`config.mk`:
```
export PLATFORM = sky130hd
export DESIGN_NAME = prs_top
export DESIGN_NICKNAME = d
export VERILOG_FILES = /design/src/rtl/prs_pkg.sv /design/src/rtl/prs_keeper.sv /design/src/rtl/prs_top.sv
export SDC_FILE = /design/constraint.sdc
export NUM_CORES = 1
export LEC_CHECK = 0
export ABC_AREA = 1
export BUFFER_PORTS_ARGS = -buffer_cell sky130_fd_sc_hd__clkbuf_2
export CORE_UTILIZATION = 56
export CTS_BUF_LIST = sky130_fd_sc_hd__clkbuf_16
export DETAILED_ROUTE_END_ITERATION = 7
export PLACE_DENSITY = 0.75
export REMOVE_ABC_BUFFERS = 1
export SLEW_MARGIN = 20
export SYNTH_ARGS = -nofsm -noshare
export SYNTH_HDL_FRONTEND = slang
export SYNTH_SLANG_ARGS = --single-unit
```
`constraint.sdc`:
```
create_clock -name hclk -period 2 [get_ports hclk]
set_input_delay 0.4 -clock hclk [delete_from_list [all_inputs] [get_ports hclk]]
set_output_delay 0.4 -clock hclk [all_outputs]
set_load 0.02 [all_outputs]
```
`src/rtl/prs_pkg.sv`:
```
// constants, register map and types of the reset, sleep and security housekeeping block
// Function
// power-up reset clears every register low
// board holds clock low until setup met
// board keeps clock stable during reset interval
// preload forces each register high or low
// 64-bit user signature always accessible
// security fuse blocks verify and preload
// programmer sets security fuse as last step
// keepers hold undriven pins at last value
// sleep freezes outputs and internal state
// undetermined outputs stay unchanged while asleep
// asleep blocks all inputs except sleep pin
// sleep enabled removes sleep pin array input
// sleep disabled makes shared pin ordinary input
// sleep enable is one separate fuse bit
// sleep release resumes from held state
package prs_pkg;
   // macrocell and pin widths
   localparam int MC_COUNT = 10;
   localparam int IN_COUNT = 10;
   // register byte offsets
   localparam logic [7:0] OFS_CTRL = 8'h00;
   localparam logic [7:0] OFS_STATUS = 8'h04;
   localparam logic [7:0] OFS_PRE_VALUE = 8'h08;
   localparam logic [7:0] OFS_PRE_CMD = 8'h0C;
   localparam logic [7:0] OFS_SIG_LO = 8'h10;
   localparam logic [7:0] OFS_SIG_HI = 8'h14;
   localparam logic [7:0] OFS_PATTERN = 8'h18;
   localparam logic [7:0] OFS_STATE = 8'h1C;
   localparam logic [7:0] OFS_FUSE_COUNT = 8'h20;
   // field positions
   localparam int CTRL_SLEEP_EN_BIT = 0;
   localparam int CTRL_SECURE_BIT = 1;
   localparam int STAT_ASLEEP_BIT = 0;
   localparam int STAT_SECURED_BIT = 1;
   localparam int STAT_READY_BIT = 2;
   localparam int PAT_POL_LSB = 0;
   localparam int PAT_OE_LSB = 10;
   localparam int PAT_SHARED_LSB = 20;
   // reset values
   localparam logic [31:0] RST_WORD = 32'h0000_0000;
   localparam logic [63:0] RST_SIG = 64'h0000_0000_0000_0000;
   // configuration sizes in fuses
   localparam logic [31:0] FUSES_SLEEP_MODE = 32'h0000_1705;
   localparam logic [31:0] FUSES_SIGNATURE_MODE = 32'h0000_1704;
   localparam logic [31:0] FUSES_BASIC_MODE = 32'h0000_16C4;
   // power-up reset interval, longest time rounds down
   localparam int CLK_PERIOD_NS = 8;
   localparam int PR_INTERVAL_MAX_NS = 1000;
   localparam int PR_CYCLES = PR_INTERVAL_MAX_NS / CLK_PERIOD_NS;
   localparam logic [7:0] PR_COUNT_LAST = 8'(PR_CYCLES - 1);
   // ahb transfer type
   localparam logic [1:0] HTRANS_NONSEQ = 2'h2;
   // power-up sequence states
   typedef enum logic [1:0] {
      PRS_WAIT = 2'b01,
      PRS_RUN = 2'b10
   } prs_phase_type;
endpackage

```
`src/rtl/prs_keeper.sv`:
```
// weak pin keeper: holds last valid level of a pin group
`timescale 1ns/1ps
module prs_keeper #(
   parameter int WIDTH = 10
) (
   // clock and reset
   input wire logic hclk,
   input wire logic hresetn,
   // pin side
   input wire logic [WIDTH-1:0] pin_level,
   input wire logic [WIDTH-1:0] pin_driven,
   // held level
   output logic [WIDTH-1:0] kept_level
);
   // a driven pin overrides the keeper, an undriven one keeps the last level
   always_ff @(posedge hclk or negedge hresetn) begin
      if (!hresetn) begin
         kept_level <= '0;
      end else begin
         for (int i = 0; i < WIDTH; i++) begin
            if (pin_driven[i]) begin
               kept_level[i] <= pin_level[i];
            end
         end
      end
   end
endmodule

```
`src/rtl/prs_top.sv`:
```
// reset, preload, signature, security and sleep housekeeping with ahb-lite registers
//
// Register access over AHB-Lite and the placing of the registers were decided locally.
`timescale 1ns/1ps
module prs_top (
   // clock and reset
   input wire logic hclk,
   input wire logic hresetn,
   // ahb-lite slave
   input wire logic hsel,
   input wire logic [31:0] haddr,
   input wire logic [1:0] htrans,
   input wire logic hwrite,
   input wire logic [2:0] hsize,
   input wire logic [31:0] hwdata,
   input wire logic hready,
   output logic [31:0] hrdata,
   output logic hreadyout,
   output logic hresp,
   // dedicated logic inputs
   input wire logic [prs_pkg::IN_COUNT-1:0] in_pin,
   input wire logic [prs_pkg::IN_COUNT-1:0] in_pin_driven,
   // shared input and sleep pin
   input wire logic shared_input_sleep_pin,
   // bidirectional pins
   input wire logic [prs_pkg::MC_COUNT-1:0] io_in,
   input wire logic [prs_pkg::MC_COUNT-1:0] io_in_driven,
   output logic [prs_pkg::MC_COUNT-1:0] io_out,
   output logic [prs_pkg::MC_COUNT-1:0] io_oe,
   // state seen by the board
   output logic asleep,
   output logic secured
);
   localparam int N = prs_pkg::MC_COUNT;

   // pin synchronisers, first stage read only by the second
   logic [N-1:0] in_meta, in_sync, io_meta, io_sync;
   logic [N-1:0] ind_meta, ind_sync, iod_meta, iod_sync;
   logic sleep_meta, sleep_pin;
   // configuration and state
   logic sleep_enable;
   logic [31:0] pattern;
   logic [63:0] signature;
   logic [N-1:0] pre_value;
   logic [N-1:0] mc_state;
   logic [7:0] pr_count;
   prs_pkg::prs_phase_type phase;
   // kept pin levels and array inputs
   logic [N-1:0] in_kept, io_kept;
   logic [N-1:0] in_gate, io_gate;
   logic shared_gate;
   logic [N-1:0] next_mc_state;
   logic running;
   // bus pipeline
   logic wr_pend;
   logic [7:0] wr_addr;
   logic addr_ok;
   logic [31:0] next_rdata;
   logic preload_hit;

   // two flops on the logic inputs and their drive flags before any logic sees them
   always_ff @(posedge hclk or negedge hresetn) begin
      if (!hresetn) begin
         in_meta <= '0;
         in_sync <= '0;
         ind_meta <= '0;
         ind_sync <= '0;
      end else begin
         in_meta <= in_pin;
         in_sync <= in_meta;
         ind_meta <= in_pin_driven;
         ind_sync <= ind_meta;
      end
   end

   // same for the bidirectional pins; level and flag move together, so they stay paired
   always_ff @(posedge hclk or negedge hresetn) begin
      if (!hresetn) begin
         io_meta <= '0;
         io_sync <= '0;
         iod_meta <= '0;
         iod_sync <= '0;
      end else begin
         io_meta <= io_in;
         io_sync <= io_meta;
         iod_meta <= io_in_driven;
         iod_sync <= iod_meta;
      end
   end

   // sleep pin synchroniser, costs two cycles of entry and exit latency
   always_ff @(posedge hclk or negedge hresetn) begin
      if (!hresetn) begin
         sleep_meta <= 1'b0;
         sleep_pin <= 1'b0;
      end else begin
         sleep_meta <= shared_input_sleep_pin;
         sleep_pin <= sleep_meta;
      end
   end

   // keepers stay active in sleep, so a released pin never floats
   prs_keeper #(
      .WIDTH(N)
   ) u_in_keeper (
      .hclk(hclk),
      .hresetn(hresetn),
      .pin_level(in_sync),
      .pin_driven(ind_sync),
      .kept_level(in_kept)
   );

   // a pin that the device drives counts as driven for its own keeper
   prs_keeper #(
      .WIDTH(N)
   ) u_io_keeper (
      .hclk(hclk),
      .hresetn(hresetn),
      .pin_level(io_sync),
      .pin_driven(iod_sync | io_oe),
      .kept_level(io_kept)
   );

   // sleep only counts when the configuration bit enables it
   always_ff @(posedge hclk or negedge hresetn) begin
      if (!hresetn) begin
         asleep <= 1'b0;
      end else begin
         asleep <= sleep_enable & sleep_pin;
      end
   end

   // power-up interval: array logic waits until it has passed
   always_ff @(posedge hclk or negedge hresetn) begin
      if (!hresetn) begin
         phase <= prs_pkg::PRS_WAIT;
         pr_count <= '0;
      end else begin
         case (phase)
            prs_pkg::PRS_WAIT: begin
               if (pr_count == prs_pkg::PR_COUNT_LAST) begin
                  phase <= prs_pkg::PRS_RUN;
               end else begin
                  pr_count <= pr_count + 8'h01;
               end
            end
            prs_pkg::PRS_RUN: begin
               phase <= prs_pkg::PRS_RUN;
            end
            default: begin
               phase <= prs_pkg::PRS_WAIT;
            end
         endcase
      end
   end

   // evaluation waits out the power-up interval and halts while asleep
   assign running = (phase == prs_pkg::PRS_RUN) & ~asleep;

   // input blocking while asleep, shared pin routed by the sleep fuse
   always_comb begin
      in_gate = asleep ? '0 : in_kept;
      io_gate = asleep ? '0 : io_kept;
      // with sleep enabled the shared pin never reaches the array
      shared_gate = (sleep_enable | asleep) ? 1'b0 : sleep_pin;
   end

   // tiny stand-in array: each macrocell mixes its input, io feedback and shared pin
   always_comb begin
      next_mc_state = '0;
      for (int i = 0; i < N; i++) begin
         next_mc_state[i] = in_gate[i] ^ (io_gate[i] & pattern[prs_pkg::PAT_OE_LSB + i])
                          ^ (shared_gate & pattern[prs_pkg::PAT_SHARED_LSB + (i % 10)]);
      end
   end

   // preload is decoded in the data phase of a write to the command word
   assign preload_hit = wr_pend & (wr_addr == prs_pkg::OFS_PRE_CMD) & ~secured;

   // macrocell registers: preload wins over evaluation, sleep freezes both
   always_ff @(posedge hclk or negedge hresetn) begin
      if (!hresetn) begin
         mc_state <= '0;
      end else if (preload_hit & ~asleep) begin
         for (int i = 0; i < N; i++) begin
            if (hwdata[i]) begin
               mc_state[i] <= pre_value[i];
            end
         end
      end else if (running) begin
         mc_state <= next_mc_state;
      end
   end

   // output buffers follow register state through the polarity bits
   always_ff @(posedge hclk or negedge hresetn) begin
      if (!hresetn) begin
         io_out <= '0;
         io_oe <= '0;
      end else if (!asleep) begin
         io_out <= mc_state ^ pattern[prs_pkg::PAT_POL_LSB +: N];
         io_oe <= pattern[prs_pkg::PAT_OE_LSB +: N];
      end
      // asleep: whatever the buffers show, even an unsettled level, is held
   end

   // ahb address phase: accept single word transfers, always zero wait
   assign addr_ok = hsel & hready & (htrans == prs_pkg::HTRANS_NONSEQ);

   // write address held over into the data phase, where hwdata stands
   always_ff @(posedge hclk or negedge hresetn) begin
      if (!hresetn) begin
         wr_pend <= 1'b0;
         wr_addr <= '0;
      end else begin
         wr_pend <= addr_ok & hwrite;
         wr_addr <= haddr[7:0];
      end
   end

   // response flags: low in reset, then ready and okay for good
   always_ff @(posedge hclk or negedge hresetn) begin
      if (!hresetn) begin
         hreadyout <= 1'b0;
         hresp <= 1'b0;
      end else begin
         hreadyout <= 1'b1;
         hresp <= 1'b0;
      end
   end

   // read mux, registered at the address phase so data stands in the data phase
   always_comb begin
      next_rdata = prs_pkg::RST_WORD;
      case (haddr[7:0])
         prs_pkg::OFS_CTRL: begin
            next_rdata[prs_pkg::CTRL_SLEEP_EN_BIT] = sleep_enable;
            next_rdata[prs_pkg::CTRL_SECURE_BIT] = secured;
         end
         prs_pkg::OFS_STATUS: begin
            next_rdata[prs_pkg::STAT_ASLEEP_BIT] = asleep;
            next_rdata[prs_pkg::STAT_SECURED_BIT] = secured;
            next_rdata[prs_pkg::STAT_READY_BIT] = (phase == prs_pkg::PRS_RUN);
         end
         prs_pkg::OFS_PRE_VALUE: next_rdata[N-1:0] = pre_value;
         prs_pkg::OFS_SIG_LO: next_rdata = signature[31:0];
         prs_pkg::OFS_SIG_HI: next_rdata = signature[63:32];
         // verify of the pattern reads zero once secured
         prs_pkg::OFS_PATTERN: next_rdata = secured ? prs_pkg::RST_WORD : pattern;
         prs_pkg::OFS_STATE: next_rdata[N-1:0] = secured ? '0 : mc_state;
         prs_pkg::OFS_FUSE_COUNT: begin
            next_rdata = sleep_enable ? prs_pkg::FUSES_SLEEP_MODE
                                      : prs_pkg::FUSES_SIGNATURE_MODE;
         end
         default: next_rdata = prs_pkg::RST_WORD;
      endcase
   end

   // hrdata moves only on a taken read, so it stands through the whole data phase
   always_ff @(posedge hclk or negedge hresetn) begin
      if (!hresetn) begin
         hrdata <= prs_pkg::RST_WORD;
      end else if (addr_ok & ~hwrite) begin
         hrdata <= next_rdata;
      end
   end

   // configuration fuses; the secure bit is one-way and acts at once
   always_ff @(posedge hclk or negedge hresetn) begin
      if (!hresetn) begin
         sleep_enable <= 1'b0;
         secured <= 1'b0;
      end else if (wr_pend & (wr_addr == prs_pkg::OFS_CTRL)) begin
         sleep_enable <= hwdata[prs_pkg::CTRL_SLEEP_EN_BIT];
         // once set no write clears it; programming it last keeps verify possible
         secured <= secured | hwdata[prs_pkg::CTRL_SECURE_BIT];
      end
   end

   // pattern and preload value; pattern is locked after securing
   always_ff @(posedge hclk or negedge hresetn) begin
      if (!hresetn) begin
         pattern <= prs_pkg::RST_WORD;
         pre_value <= '0;
      end else if (wr_pend & ~secured) begin
         if (wr_addr == prs_pkg::OFS_PATTERN) begin
            pattern <= hwdata;
         end
         if (wr_addr == prs_pkg::OFS_PRE_VALUE) begin
            pre_value <= hwdata[N-1:0];
         end
      end
   end

   // signature stays writable and readable whether secured or not
   always_ff @(posedge hclk or negedge hresetn) begin
      if (!hresetn) begin
         signature <= prs_pkg::RST_SIG;
      end else if (wr_pend) begin
         if (wr_addr == prs_pkg::OFS_SIG_LO) begin
            signature[31:0] <= hwdata;
         end
         if (wr_addr == prs_pkg::OFS_SIG_HI) begin
            signature[63:32] <= hwdata;
         end
      end
   end
endmodule

```
# After elaboration in Yosys (flattened, before gate mapping)

Cells that the tools add are included.

Muxes and demuxes: 24
$add $sub $neg: 1
Reductions and logical operators: 18
Equal/unequal tests: 27
Bitwise operators: 59

Operators by type and width:

| kind                                                | number |
|---|---|
| one-hot mux 22 bit (4 select lines)                 | 1 |
| equality test 8 x 5 -> 1 bit, second input constant | 7 |
| 2-to-1 mux 10 bit                                   | 5 |
| one-hot mux 7 bit (6 select lines)                  | 1 |
| 2-to-1 mux 32 bit                                   | 1 |
| AND 1 bit                                           | 31 |
| AND reduction 2 bit                                 | 15 |
| equality test 8 x 4 -> 1 bit, second input constant | 3 |
| != test 2 bit, second input constant                | 11 |
| bitwise XOR 1 bit                                   | 20 |
| logical NOT 8 bit                                   | 2 |
| one-hot mux 2 bit (8 select lines)                  | 1 |
| 2-to-1 mux 1 bit                                    | 12 |
| OR 10 bit                                           | 1 |
| bitwise XOR 10 bit                                  | 1 |
| adder 8 x 1 -> 8 bit, second input constant         | 1 |
| equality test 8 x 3 -> 1 bit, second input constant | 1 |
| equality test 8 x 6 -> 1 bit, second input constant | 1 |
| equality test 8 x 7 -> 1 bit, second input constant | 1 |
| one-hot mux 1 bit (7 select lines)                  | 1 |
| equality test 2 bit, second input constant          | 2 |
| NOT 1 bit                                           | 4 |
| one-hot mux 2 bit (2 select lines)                  | 1 |
| equality test 2 x 1 -> 1 bit, second input constant | 1 |
| 3 further kinds                                     | 4 |

Input port bits: 115
Register bits after elaboration: 293
Output and inout bits: 56

# Longest topological paths before layout

Gate-level depths: netlist (run 1).

Depth after elaboration: 6
Mapped depth: 10

# Cells and area by module

From an unflattened synthesis (run 1), not the netlist that was laid out.

Cells, all modules: 1342
Area total of the unflattened synthesis: 12025.3 um^2

By module, submodules not included:

| module     | cells an instance | area an instance (um^2) | instances |
|---|---|---|---|
| prs_top    | 1242              | 11224.5                 | 1 |
| prs_keeper | 50                | 400.4                   | 2 |

# Worst setup path before layout (run 1)

No wires, ideal clock.

Path kind: reg2reg
Start point: register asleep
End point: register mc_state[3]
Data required time: 1.883 ns
Path slack: 0.430 ns
Library setup time: 0.117 ns
Stages on the path, launching flop included: 10
Data arrival time: 1.453 ns
Buffers on the path: 2
Path through: dfrtp_1 > clkbuf_1 > clkinv_1 > nand3_1 > nor2_1 > nand2_1 > buf_2 > nand3_1 > nand3_1 > nand2_1

Cells in the longest elaborated chain, start to end: 6

RTL lines:

| what                                           | RTL line                       | text |
|---|---|---|
| from (decl)                                    | prs_top.sv:31                  | `output logic asleep,` |
| from (signal assigned)                         | prs_top.sv:129                 | `asleep <= sleep_enable & sleep_pin;` |
| 2-to-1 mux 10 bit or OR 1 bit (tied branches)  | prs_top.sv:163, prs_top.sv:165 |  |
| AND 1 bit or 2-to-1 mux 1 bit (tied branches)  | prs_top.sv:172, prs_top.sv:165 |  |
| bitwise XOR 1 bit or AND 1 bit (tied branches) | prs_top.sv:172, prs_top.sv:173 |  |
| bitwise XOR 1 bit                              | prs_top.sv:173                 | `^ (shared_gate & pattern[prs_pkg::PAT_SHARED_LSB + (i % 10)]);` |
| 2-to-1 mux 10 bit                              | prs_top.sv:190                 | `end else if (running) begin` |
| 2-to-1 mux 10 bit                              | prs_top.sv:184                 | `end else if (preload_hit & ~asleep) begin` |
| to (signal, indexed assignment)                | prs_top.sv:187                 | `mc_state[i] <= pre_value[i];` |
| to (signal assigned)                           | prs_top.sv:191                 | `mc_state <= next_mc_state;` |
| to (decl)                                      | prs_top.sv:45                  | `logic [N-1:0] mc_state;` |

Several ways; a longest one is shown, not always the timed one. The select of a mux whose other input is x is not followed.
A chain may end at the register's enable or synchronous reset.

# Final worst setup path (run 1)

Start point: register asleep
End point: output asleep

No word-level cell between the ends.

==> qor.yml, run 1 <==
clock_tree:
  cts_root_buf: "clkbuf_16"
  cts_buffers: 30
  cts_buffer_depth: 3
  cts_sinks: 293
  h-tree-depth: 1
  cts.clk_slew.worst_paths_ps: 60
  cts_tree: "yes"
  insertion_delay_ps: 560
power:
  max-vdd-ir-drop_v: 0.0007195
  leakagePower_nw: 7.447
  power_density_mw_per_mm2: 827.3
  total_power_mw: 11.98
finish:
  fin_cells: 1797
  area_delta_synth_final_pct: 21.91
  largest-register: "signature"
  fillers: 1592
  reg_top3: "signature: 64 flops, hrdata: 32 flops, pattern: 32 flops"
  layout-drive-gt1-share_pct: 16.37
  seq_area_mm2: 0.007333
  final_area_mm2: 0.01448
  multi_input_area_mm2: 0.003894
  largest_register_ffs: 64
  num_antenna_cells: 0
  fin_nets: 1625
critical_path:
  startpoint_type: "flop"
  crit_required_ps: 1600
  worst-setup-path-type: "reg2out"
  crit_path_cell_trace: "buf_6, clkbuf_2"
  crit_fanout: 25
  worstPathArrival_ps: 1460
  slowest_stage: "dfrtp_1"
  crit_path_max_incr_delay_ps: 400
  cp-end-kind: "output pin"
  reg2reg_slack_ps: 200
grt:
  grt_pass1_vias: 9257
  antenna_found_initial: 0
  grt_max_degree: 72
  grt_util_all_layers_pct: 27.60
  grt_pass1_wl_mm: 46.97
  grt_overflow: 0
timing:
  hold_violations: 0
  setup_viol: 0
  setup_tns_ps: 0
  rsz0062_at_grt: "false"
  maxSlewViolCount: 0
  finalCritPeriodShare_pct: 92.94
  fin_crit_ps: 1859
  fin_skew_ps: 21.95
  hold_ws_ps: 19.80
  fmax_ghz: 0.5380
routing:
  first_iter_violations: 836
  viasPerCell: 5.357
  vias: 9626
  drc_errors: 0
  dr.pass1.iters: 5
  routed_wl_mm: 28.93
  drtAntennaViolNets: 0
  wl_per_cell_um: 16.10
placed_design:
  gp_congestion: 0.8987
  post_dp_cell_area_mm2: 0.01313
  dpl.hpwl_mm: 18.44
  portBuffers: 142
  dp_cells: 1698
yosys:
  ys_seq_elements: 293
  ys_top_cells_by_area: "dfrtp_1, nand2_1, nand3_1"
  synth_cell_type_count: 31
  yosys.area.top_type: "dfrtp_1"
  yosys.area.top_type_share_pct: 61.53
  yosysWarnings: 0
  yosysSeqAreaShare_pct: 61.75
  avgSynthCellArea_um2: 9.142
  netlist_area_mm2: 0.01188
  syn_inst: 1299
outcome:
  outcome: "finished, final reports clean"
hold_path:
  worstHoldPathType: "in2reg"
die:
  coreArea_mm2: 0.02049
  num_rows: 52
  fp.dieH_um: 147.6
  die_w_um: 147.6
  die-area_mm2: 0.02179
  ioPinCount: 171
  start_util_pct: 57.94
run:
  drv_cap: 0
critical path: cells and delay by family (launching register included):
family,cells,cell delay (ps)
buf+inv,2,500
flops,1,400
cell families after synthesis:
| logic type | after synthesis | share of synthesized area [%] |
|---|---|---|
| flip-flops | 293 | 61.75 |
| AND/OR/NAND/NOR | 659 | 23.55 |
| other | 2 | 0.06324 |
| AO/OA/AOI/OAI | 155 | 6.596 |
| XOR/XNOR | 15 | 1.106 |
| buffers and inverters | 161 | 5.563 |
| adder cells (fa/ha/maj) | 4 | 0.4215 |
| multiplexers | 10 | 0.9483 |
power by group:
part	internal, mW	leakage [nW]	switching (mW)
logic	0.283	3.79	0.451
clock network	2.83	0.466	2.22
registers	6.11	3.19	0.0901
total	9.22	7.45	2.76
path summary, 6_finish.rpt:
kind	start	endpoint	cells past startpoint
max reg2reg	asleep	mc_state[3]	8
max	asleep	asleep	2
max in group asynchronous	hresetn	in_meta[3]	3
min	haddr[5]	wr_addr[5]	1
min reg2reg	in_meta[5]	in_sync[5]	0
min in group asynchronous	hresetn	ind_meta[2]	2
cell usage in the layout (no fill, tap or decap), types with 18 or more instances in the layout:
cell type / Yosys / final
nand2_1: 395 / 395
dfrtp_1: 292 / 292
clkbuf_2: 0 / 141
nand3_1: 133 / 133
o21ai_0: 120 / 120
inv_1: 101 / 108
nor2_1: 80 / 77
dlygate4sd3_1: 0 / 46
buf_4: 3 / 32
a21oi_1: 30 / 30
clkbuf_16: 0 / 30
nand4_1: 18 / 18
routing by layer:
layer	routed length, um	GRT usage, %
met3	2058	4.907
met5	0	0
met2	13680	44.91
met4	712	7.526
met1	12490	38.56
metrics by stage:
step                      setup slack [ps]  util (%)
final                                141.1     70.63
after global routing                 53.57     70.63
after CTS                            44.78     70.62
after detailed placement             123.0     64.05
after global placement               175.8     64.05
after floorplan                     -820.5         -
synthesized netlist by cell type:
master    instances
buf_6             3
conb_1            2
inv_1           101
o21ai_0         120
a21boi_0          1
buf_2            18
nand4_1          18
mux2_2           10
a21oi_1          30
xor2_1            4
ha_1              4
or2_1             1
buf_4             3
xnor2_1          11
buf_1             2
clkbuf_1         30
o21bai_1          1
dfrtp_1         292
nor3_4            1
nor2_2            3
nand4_2           1
nand3b_1         15
clkinv_1          4
nor2_1           80
dfstp_2           1
nand3_1         133
nand2_1         395
nor3_1            5
o21a_1            1
o21ai_1           2
or2_2             7
layout make-up:
class | count | share of cell area (%)
Sequential cell | 293 | 50.66
Multi-Input combinational cell | 845 | 26.90
Timing Repair Buffer | 231 | 11.28
Clock buffer | 30 | 5.186
Inverter | 105 | 2.723
Tap cell | 270 | 2.334
Clock inverter | 23 | 0.9248
what timing repair did:
action | 4_1_cts | 5_1_grt
resized for setup | 0 | 1
hold buffers | 46 | 0
endpoints found under the hold margin | 85 | 0
setup endpoints to repair | 0 | 1
buffers inserted | 0 | 0
No activity file was read; power rests on OpenSTA's default activity.
==> run 2, diff against run 1 <==
Settings changed: CORE_UTILIZATION 56 to 41, PLACE_DENSITY 0.75 to 0.57.
==> run 2 against run 1 <==
  * Cell count rose by 6.9%
  * Sequential power hardly changed
  * Die area up 36%
  * Count of clock-buffer cells in the layout is 1 higher
  * Non-clock buffer count increased by 18
  * Maximum frequency down 0.38%
  * First-iteration DRC count fell by 23%
  * Total power up 4.8%
  * Critical endpoint unchanged
==> qor.yml, run 2 (same netlist as run 1, synthesis figures left out) <==
critical_path:
  rr_worst_depth: 7  # -1
  reg2reg_slack_ps: 170  # -30 ps
  r2r-start: "wr_addr[1]"
  crit_path_max_incr_delay_ps: 400  # about the same
  slowest_stage: "dfrtp_1"
  worst-setup-path-type: "reg2out"
  cp-end-kind: "output pin"
  startpoint_type: "flop"
  crit_required_ps: 1600  # about the same
  crit_path_cell_trace: "buf_4, clkbuf_2"
  crit_fanout: 16  # -36%
  worstPathArrival_ps: 1470  # about the same
  timing.rr.end: "pattern[7]"
timing:
  fin_crit_ps: 1866  # +7.117 ps
  tightestPinTransition_ps: 538.4
  setup_tns_ps: 0  # unchanged
  fin_skew_ps: 26.06  # +4.104 ps
  finalCritPeriodShare_pct: 93.30  # +0.36 points
  fmax_ghz: 0.5359  # -0.38%
  hold_ws_ps: 66.21  # +46.41 ps
  worst_slack_ps: 134.0  # -7.117 ps
  hold_violations: 0  # unchanged
  rsz0062_at_grt: "false"
  maxSlewViolCount: 0  # unchanged
  relSlewSlack_pct: 64.11
  setup_viol: 0  # unchanged
die:
  coreArea_mm2: 0.02816  # +37%
  ioPinCount: 171  # unchanged
  die-area_mm2: 0.02965  # +36%
  num_rows: 61  # +17%
  die_w_um: 172.2  # +17%
  fp.dieH_um: 172.2  # +17%
  start_util_pct: 42.17  # -16 points
routing:
  viasPerCell: 4.816  # -10%
  dr.pass1.iters: 5  # unchanged
  vias: 9252  # -3.9%
  routed_wl_mm: 30.19  # +4.3%
  drc_errors: 0  # unchanged
  first_iter_violations: 642  # -23%
  wl_per_cell_um: 15.71  # -2.4%
  drtAntennaViolNets: 0  # unchanged
grt:
  grt_max_degree: 56  # -22%
  grt_util_all_layers_pct: 21.11  # -6.5 points
  grt_overflow: 0  # unchanged
  grt_pass1_vias: 8900  # -3.9%
  grt_pass1_wl_mm: 48.18  # +2.6%
  antenna_found_initial: 1  # +1
finish:
  area_delta_synth_final_pct: 24.99
  reg_top3: "signature: 64 flops, hrdata: 32 flops, pattern: 32 flops"
  final_common_cell: "nand2_1"
  num_antenna_cells: 0  # unchanged
  utilization_pct: 52.70  # -18 points
  largest-register: "signature"
  layout-drive-gt1-share_pct: 17.43  # +1.1 points
  layout_common_cells: "nand2_1, dfrtp_1, clkbuf_2, nand3_1, o21ai_0"
  largest_register_ffs: 64  # unchanged
  fillers: 2617  # +64%
  fin_nets: 1644  # +1.2%
clock_tree:
  cts_buffer_depth: 3  # unchanged
  ctsResizeCount: 0  # unchanged
  cts_root_buf: "clkbuf_16"
  cts_sinks: 293  # unchanged
  cts_buffers: 31  # +3.3%
  insertion_delay_ps: 570  # about the same
  cts.clk_slew.worst_paths_ps: 60  # about the same
  cts_tree: "yes"
  h-tree-depth: 1  # unchanged
power:
  p_comb_share_pct: 6.0  # about the same
  switchingPower_mw: 2.843  # +3.2%
  p_int_mw: 9.705  # +5.3%
  max-vdd-ir-drop_v: 0.0006053  # -16%
  p_clk_share_pct: 44.6  # +2.5 points
  p_seq_share_pct: 49.4  # -2.4 points
  swShare_pct: 22.66  # -0.36 points
  leakagePower_nw: 7.570  # +1.7%
  power_density_mw_per_mm2: 845.4  # +2.2%
placed_design:
  portBuffers: 142  # unchanged
  dp_slack_ps: 162.1  # +39.16 ps
  dpl.hpwl_mm: 20.26  # +9.9%
  gp_congestion: 0.8159  # -9.2%
run:
  drv_cap: 0  # unchanged
hold_path:
  worst_hold_path.endpoint: "signature[44]"
  whs_path_depth: 3  # +2
  min_from: "hwdata[12]"
  worstHoldPathType: "in2reg"
outcome:
  outcome: "finished, final reports clean"
==> run 2: cell count changes in the layout (fill, tap and decap cells not counted), moves of 2 or more <==
cell	before	now
buf_4	32	48
clkinv_1	11	5
dlygate4sd3_1	46	50
bufinv_16	1	4
clkinv_4	0	2
==> run 2: worst max-delay path by stage <==
stage,slack (ps),startpoint,to,cells after the start
6_report,130,asleep,asleep,2
5_1_grt,10,wr_addr[1],pattern[7],7
4_1_cts,110,asleep,asleep,2
3_5_place_dp,160,haddr[1],hrdata[24],9
3_3_place_gp,200,haddr[1],hrdata[12],9
2_1_floorplan,-820,asleep,mc_state[3],8
==> run 2: layout make-up <==
type	instances	area [um2]	area share (%)
Inverter	105	394.1	2.655
Clock buffer	31	775.7	5.226
Tap cell	378	473.0	3.186
Timing Repair Buffer	249	1762	11.87
Clock inverter	20	202.7	1.366
Sequential cell	293	7333	49.41
Multi-Input combinational cell	845	3902	26.29
==> run 2: stage by stage <==
| stage | total power [mW] | instances | area, um2 |
|---|---|---|---|
| 2_1_floorplan | 6.562 | 1243 | 11610 |
| 5_1_grt | 13.05 | 1921 | 14840 |
| 3_3_place_gp | 6.981 | 1820 | 13360 |
| 6_report | 12.55 | 1921 | 14840 |
| 3_5_place_dp | 6.991 | 1820 | 13360 |
| 4_1_cts | 12.71 | 1921 | 14840 |
==> run 2: layer usage <==
metal | part of all wire [%] | global-route usage, % | wire length (um)
met5 | 0.043 | 0 | 13
met4 | 1.4 | 4.348 | 434
met3 | 5.4 | 3.365 | 1621
met2 | 45 | 32.77 | 13700
met1 | 48 | 31.18 | 14420
==> run 2: what timing repair did <==
| action | CTS | global route |
|---|---|---|
| hold buffers | 50 | 0 |
| setup buffers | 0 | 0 |
| hold endpoints to repair | 93 | 0 |
==> run 2: power by group through the flow <==
stage	clock, mW	sequential [mW]	combinational, mW
2_1_floorplan	0	6.35	0.217
3_3_place_gp	0	6.30	0.678
3_5_place_dp	0	6.30	0.686
4_1_cts	5.75	6.20	0.766
5_1_grt	5.98	6.21	0.848
6_report	5.60	6.20	0.751
==> run 2: critical path, delay by kind of cell, from the launching register on <==
| kind | cells | cell delay (ps) |
|---|---|---|
| buffers and inverters | 2 | 500 |
| DFF | 1 | 400 |
==> run 3, diff against run 2 <==
Settings changed: RECOVER_POWER set to 25.
==> run 3 against run 2 <==
  * Via count barely moved
  * Clock power barely moved
  * Largest cell class unchanged
  * Count of clock-buffer cells in the layout did not move
  * Sequential power barely moved
  * Register-to-register slack barely moved
  * Critical path depth rose by 8
  * The flow now finishes with violations (capacitance limit)
  * Wire length barely moved
  * Critical endpoint is now hrdata[24]
  * Critical path type is now in2reg
  * Worst setup slack improved by 4.9 ps
  * Final area fell by 0.19%
  * Total power barely moved
==> qor.yml, run 3 (same netlist as run 1, synthesis figures left out) <==
outcome:
  outcome: "finished with violations"
  violations: "capacitance limit"
finish:
  fillers: 2625  # +0.31%
  num_antenna_cells: 0  # unchanged
  reg_top3: "signature: 64 flops, hrdata: 32 flops, pattern: 32 flops"
  fin_cells: 1921  # unchanged
  largest_register_ffs: 64  # unchanged
  multi_input_area_mm2: 0.003902  # unchanged
  fin_nets: 1644  # unchanged
  utilization_pct: 52.60  # -0.10 points
  largest-register: "signature"
  final_common_cell: "nand2_1"
  layout_common_cells: "nand2_1, dfrtp_1, clkbuf_2, nand3_1, o21ai_0"
  layout-drive-gt1-share_pct: 16.85  # -0.58 points
  area_delta_synth_final_pct: 24.75
  seq_area_mm2: 0.007333  # unchanged
timing:
  fmax_ghz: 0.5373  # +0.26%
  setup_viol: 0  # unchanged
  worst_slack_ps: 138.9  # +4.858 ps
  rsz0062_at_grt: "false"
  hold_violations: 0  # unchanged
  fin_skew_ps: 24.53  # -1.529 ps
  relSlewSlack_pct: 0.5164  # -64 points
  tightestPinTransition_ps: 1492  # +953.9 ps
  maxSlewViolCount: 0  # unchanged
  finalCritPeriodShare_pct: 93.06  # -0.24 points
  fin_crit_ps: 1861  # -4.858 ps
die:
  start_util_pct: 42.17  # unchanged
  ioPinCount: 171  # unchanged
  num_rows: 61  # unchanged
  die_w_um: 172.2  # unchanged
  die-area_mm2: 0.02965  # unchanged
  coreArea_mm2: 0.02816  # unchanged
  fp.dieH_um: 172.2  # unchanged
routing:
  first_iter_violations: 572  # -11%
  drc_errors: 0  # unchanged
  routed_wl_mm: 30.16  # about the same
  vias: 9244  # -0.086%
  viasPerCell: 4.812  # about the same
  wl_per_cell_um: 15.70  # about the same
  drtAntennaViolNets: 0  # unchanged
  dr.pass1.iters: 6  # +1
clock_tree:
  h-tree-depth: 1  # unchanged
  post_cts_buffers: 0  # unchanged
  cts_root_buf: "clkbuf_16"
  cts.clk_slew.worst_paths_ps: 60  # about the same
  cts_tree: "yes"
  cts_sinks: 293  # unchanged
  cts_buffers: 31  # unchanged
  ctsResizeCount: 0  # unchanged
  cts_buffer_depth: 3  # unchanged
  insertion_delay_ps: 570  # about the same
placed_design:
  gp_congestion: 0.8159  # unchanged
  dp_cells: 1820  # unchanged
  portBuffers: 142  # unchanged
  dp_slack_ps: 162.1  # unchanged
  dpl.hpwl_mm: 20.26  # unchanged
power:
  total_power_mw: 12.54  # about the same
  power_density_mw_per_mm2: 846.3  # +0.11%
  max-vdd-ir-drop_v: 0.0006053  # about the same
  leakagePower_nw: 7.538  # -0.41%
critical_path:
  crit_fanout: 10  # -6
  slowest_stage: "dlygate4sd3_1"
  crit_path_cell_trace: "dlygate4sd3_1, clkbuf_1, nor2_1, nand2_1, nor2_2, buf_4, nand2_1, nand3_1, nand2_1, nand2_1"
  cp_num_buf_inv: 3  # +1
  crit_top_cell: "nand2_1"
  crit_required_ps: 2500  # +900 ps
  startpoint_type: "input port"
  worst-setup-path-type: "in2reg"
  worstPathArrival_ps: 2360  # +890 ps
  cp-end-kind: "flop"
  crit_path_max_incr_delay_ps: 550  # +150 ps
  critPathTopFamily: "buffers and inverters"
grt:
  grt_pass1_vias: 8900  # unchanged
  antenna_found_initial: 1  # unchanged
  grt_util_all_layers_pct: 21.11  # unchanged
  grt_max_degree: 56  # unchanged
  grt_pass1_wl_mm: 48.18  # unchanged
  grt_overflow: 0  # unchanged
hold_path:
  worstHoldPathType: "in2reg"
run:
  drv_cap: 1  # +1
[run 3: cell types whose count changed in the layout (fill, tap and decap cells not counted), sizes merged]
cell and delta:
buf -4, clkbuf +4
[run 3: worst paths after layout]
kind | depth (start not counted) | slack, ps | to | start
hold / removal | 3 | 70 | signature[44] | hwdata[12]
max in group asynchronous | 3 | 220 | phase[0] | hresetn
setup / recovery | 10 | 140 | hrdata[24] | haddr[3]
hold reg to reg | 0 | 350 | iod_sync[7] | iod_meta[7]
setup reg to reg | 9 | 180 | mc_state[3] | secured
min in group asynchronous | 2 | 740 | io_meta[1] | hresetn
[run 3: tightest hold or removal path, stage by stage]
cell      delay (ps)
clkbuf_2          90
nand2_1           50
o21ai_0           60
[run 3: metal layers]
| layer | routed length [um] | up-vias | GRT usage (%) | part of all wire [%] |
|---|---|---|---|---|
| met4 | 418 | 2 | 4.348 | 1.4 |
| met3 | 1778 | 34 | 3.365 | 5.9 |
| met2 | 13710 | 221 | 32.77 | 45 |
| li1 | - | 4603 | - | - |
| met1 | 14240 | 4384 | 31.18 | 47 |
| met5 | 13 | - | 0 | 0.043 |
[run 3: cell type report]
cell class,instances,share of cell area (%)
clock buffer,31,5.236
tap,378,3.193
clock inverter,20,1.368
inverter,105,2.660
timing repair buffer,249,11.70
multi-input combinational,845,26.34
sequential,293,49.50
[run 3: power by group]
group / leakage, nW / total (mW) / switching, mW / internal (mW)
Sequential: 3.19 / 6.20 / 0.0877 / 6.11
Clock: 0.508 / 5.59 / 2.29 / 3.30
Combinational: 3.84 / 0.746 / 0.455 / 0.291
[run 3: what timing repair did]
| action | CTS | global route |
|---|---|---|
| setup endpoints to repair | 0 | 0 |
| hold buffers | 50 | 0 |
| hold endpoints to repair | 93 | 0 |
[run 3: stage by stage]
| stage | cell area [um2] | hold WS [ps] | TNS [ps] |
|---|---|---|---|
| 2_1_floorplan | 11610 | 104.4 | -54960 |
| 3_3_place_gp | 13360 | 332.3 | 0 |
| 3_5_place_dp | 13360 | 334.7 | 0 |
| 4_1_cts | 14840 | 44.06 | 0 |
| 5_1_grt | 14810 | 76.29 | 0 |
| 6_report | 14810 | 66.70 | 0 |
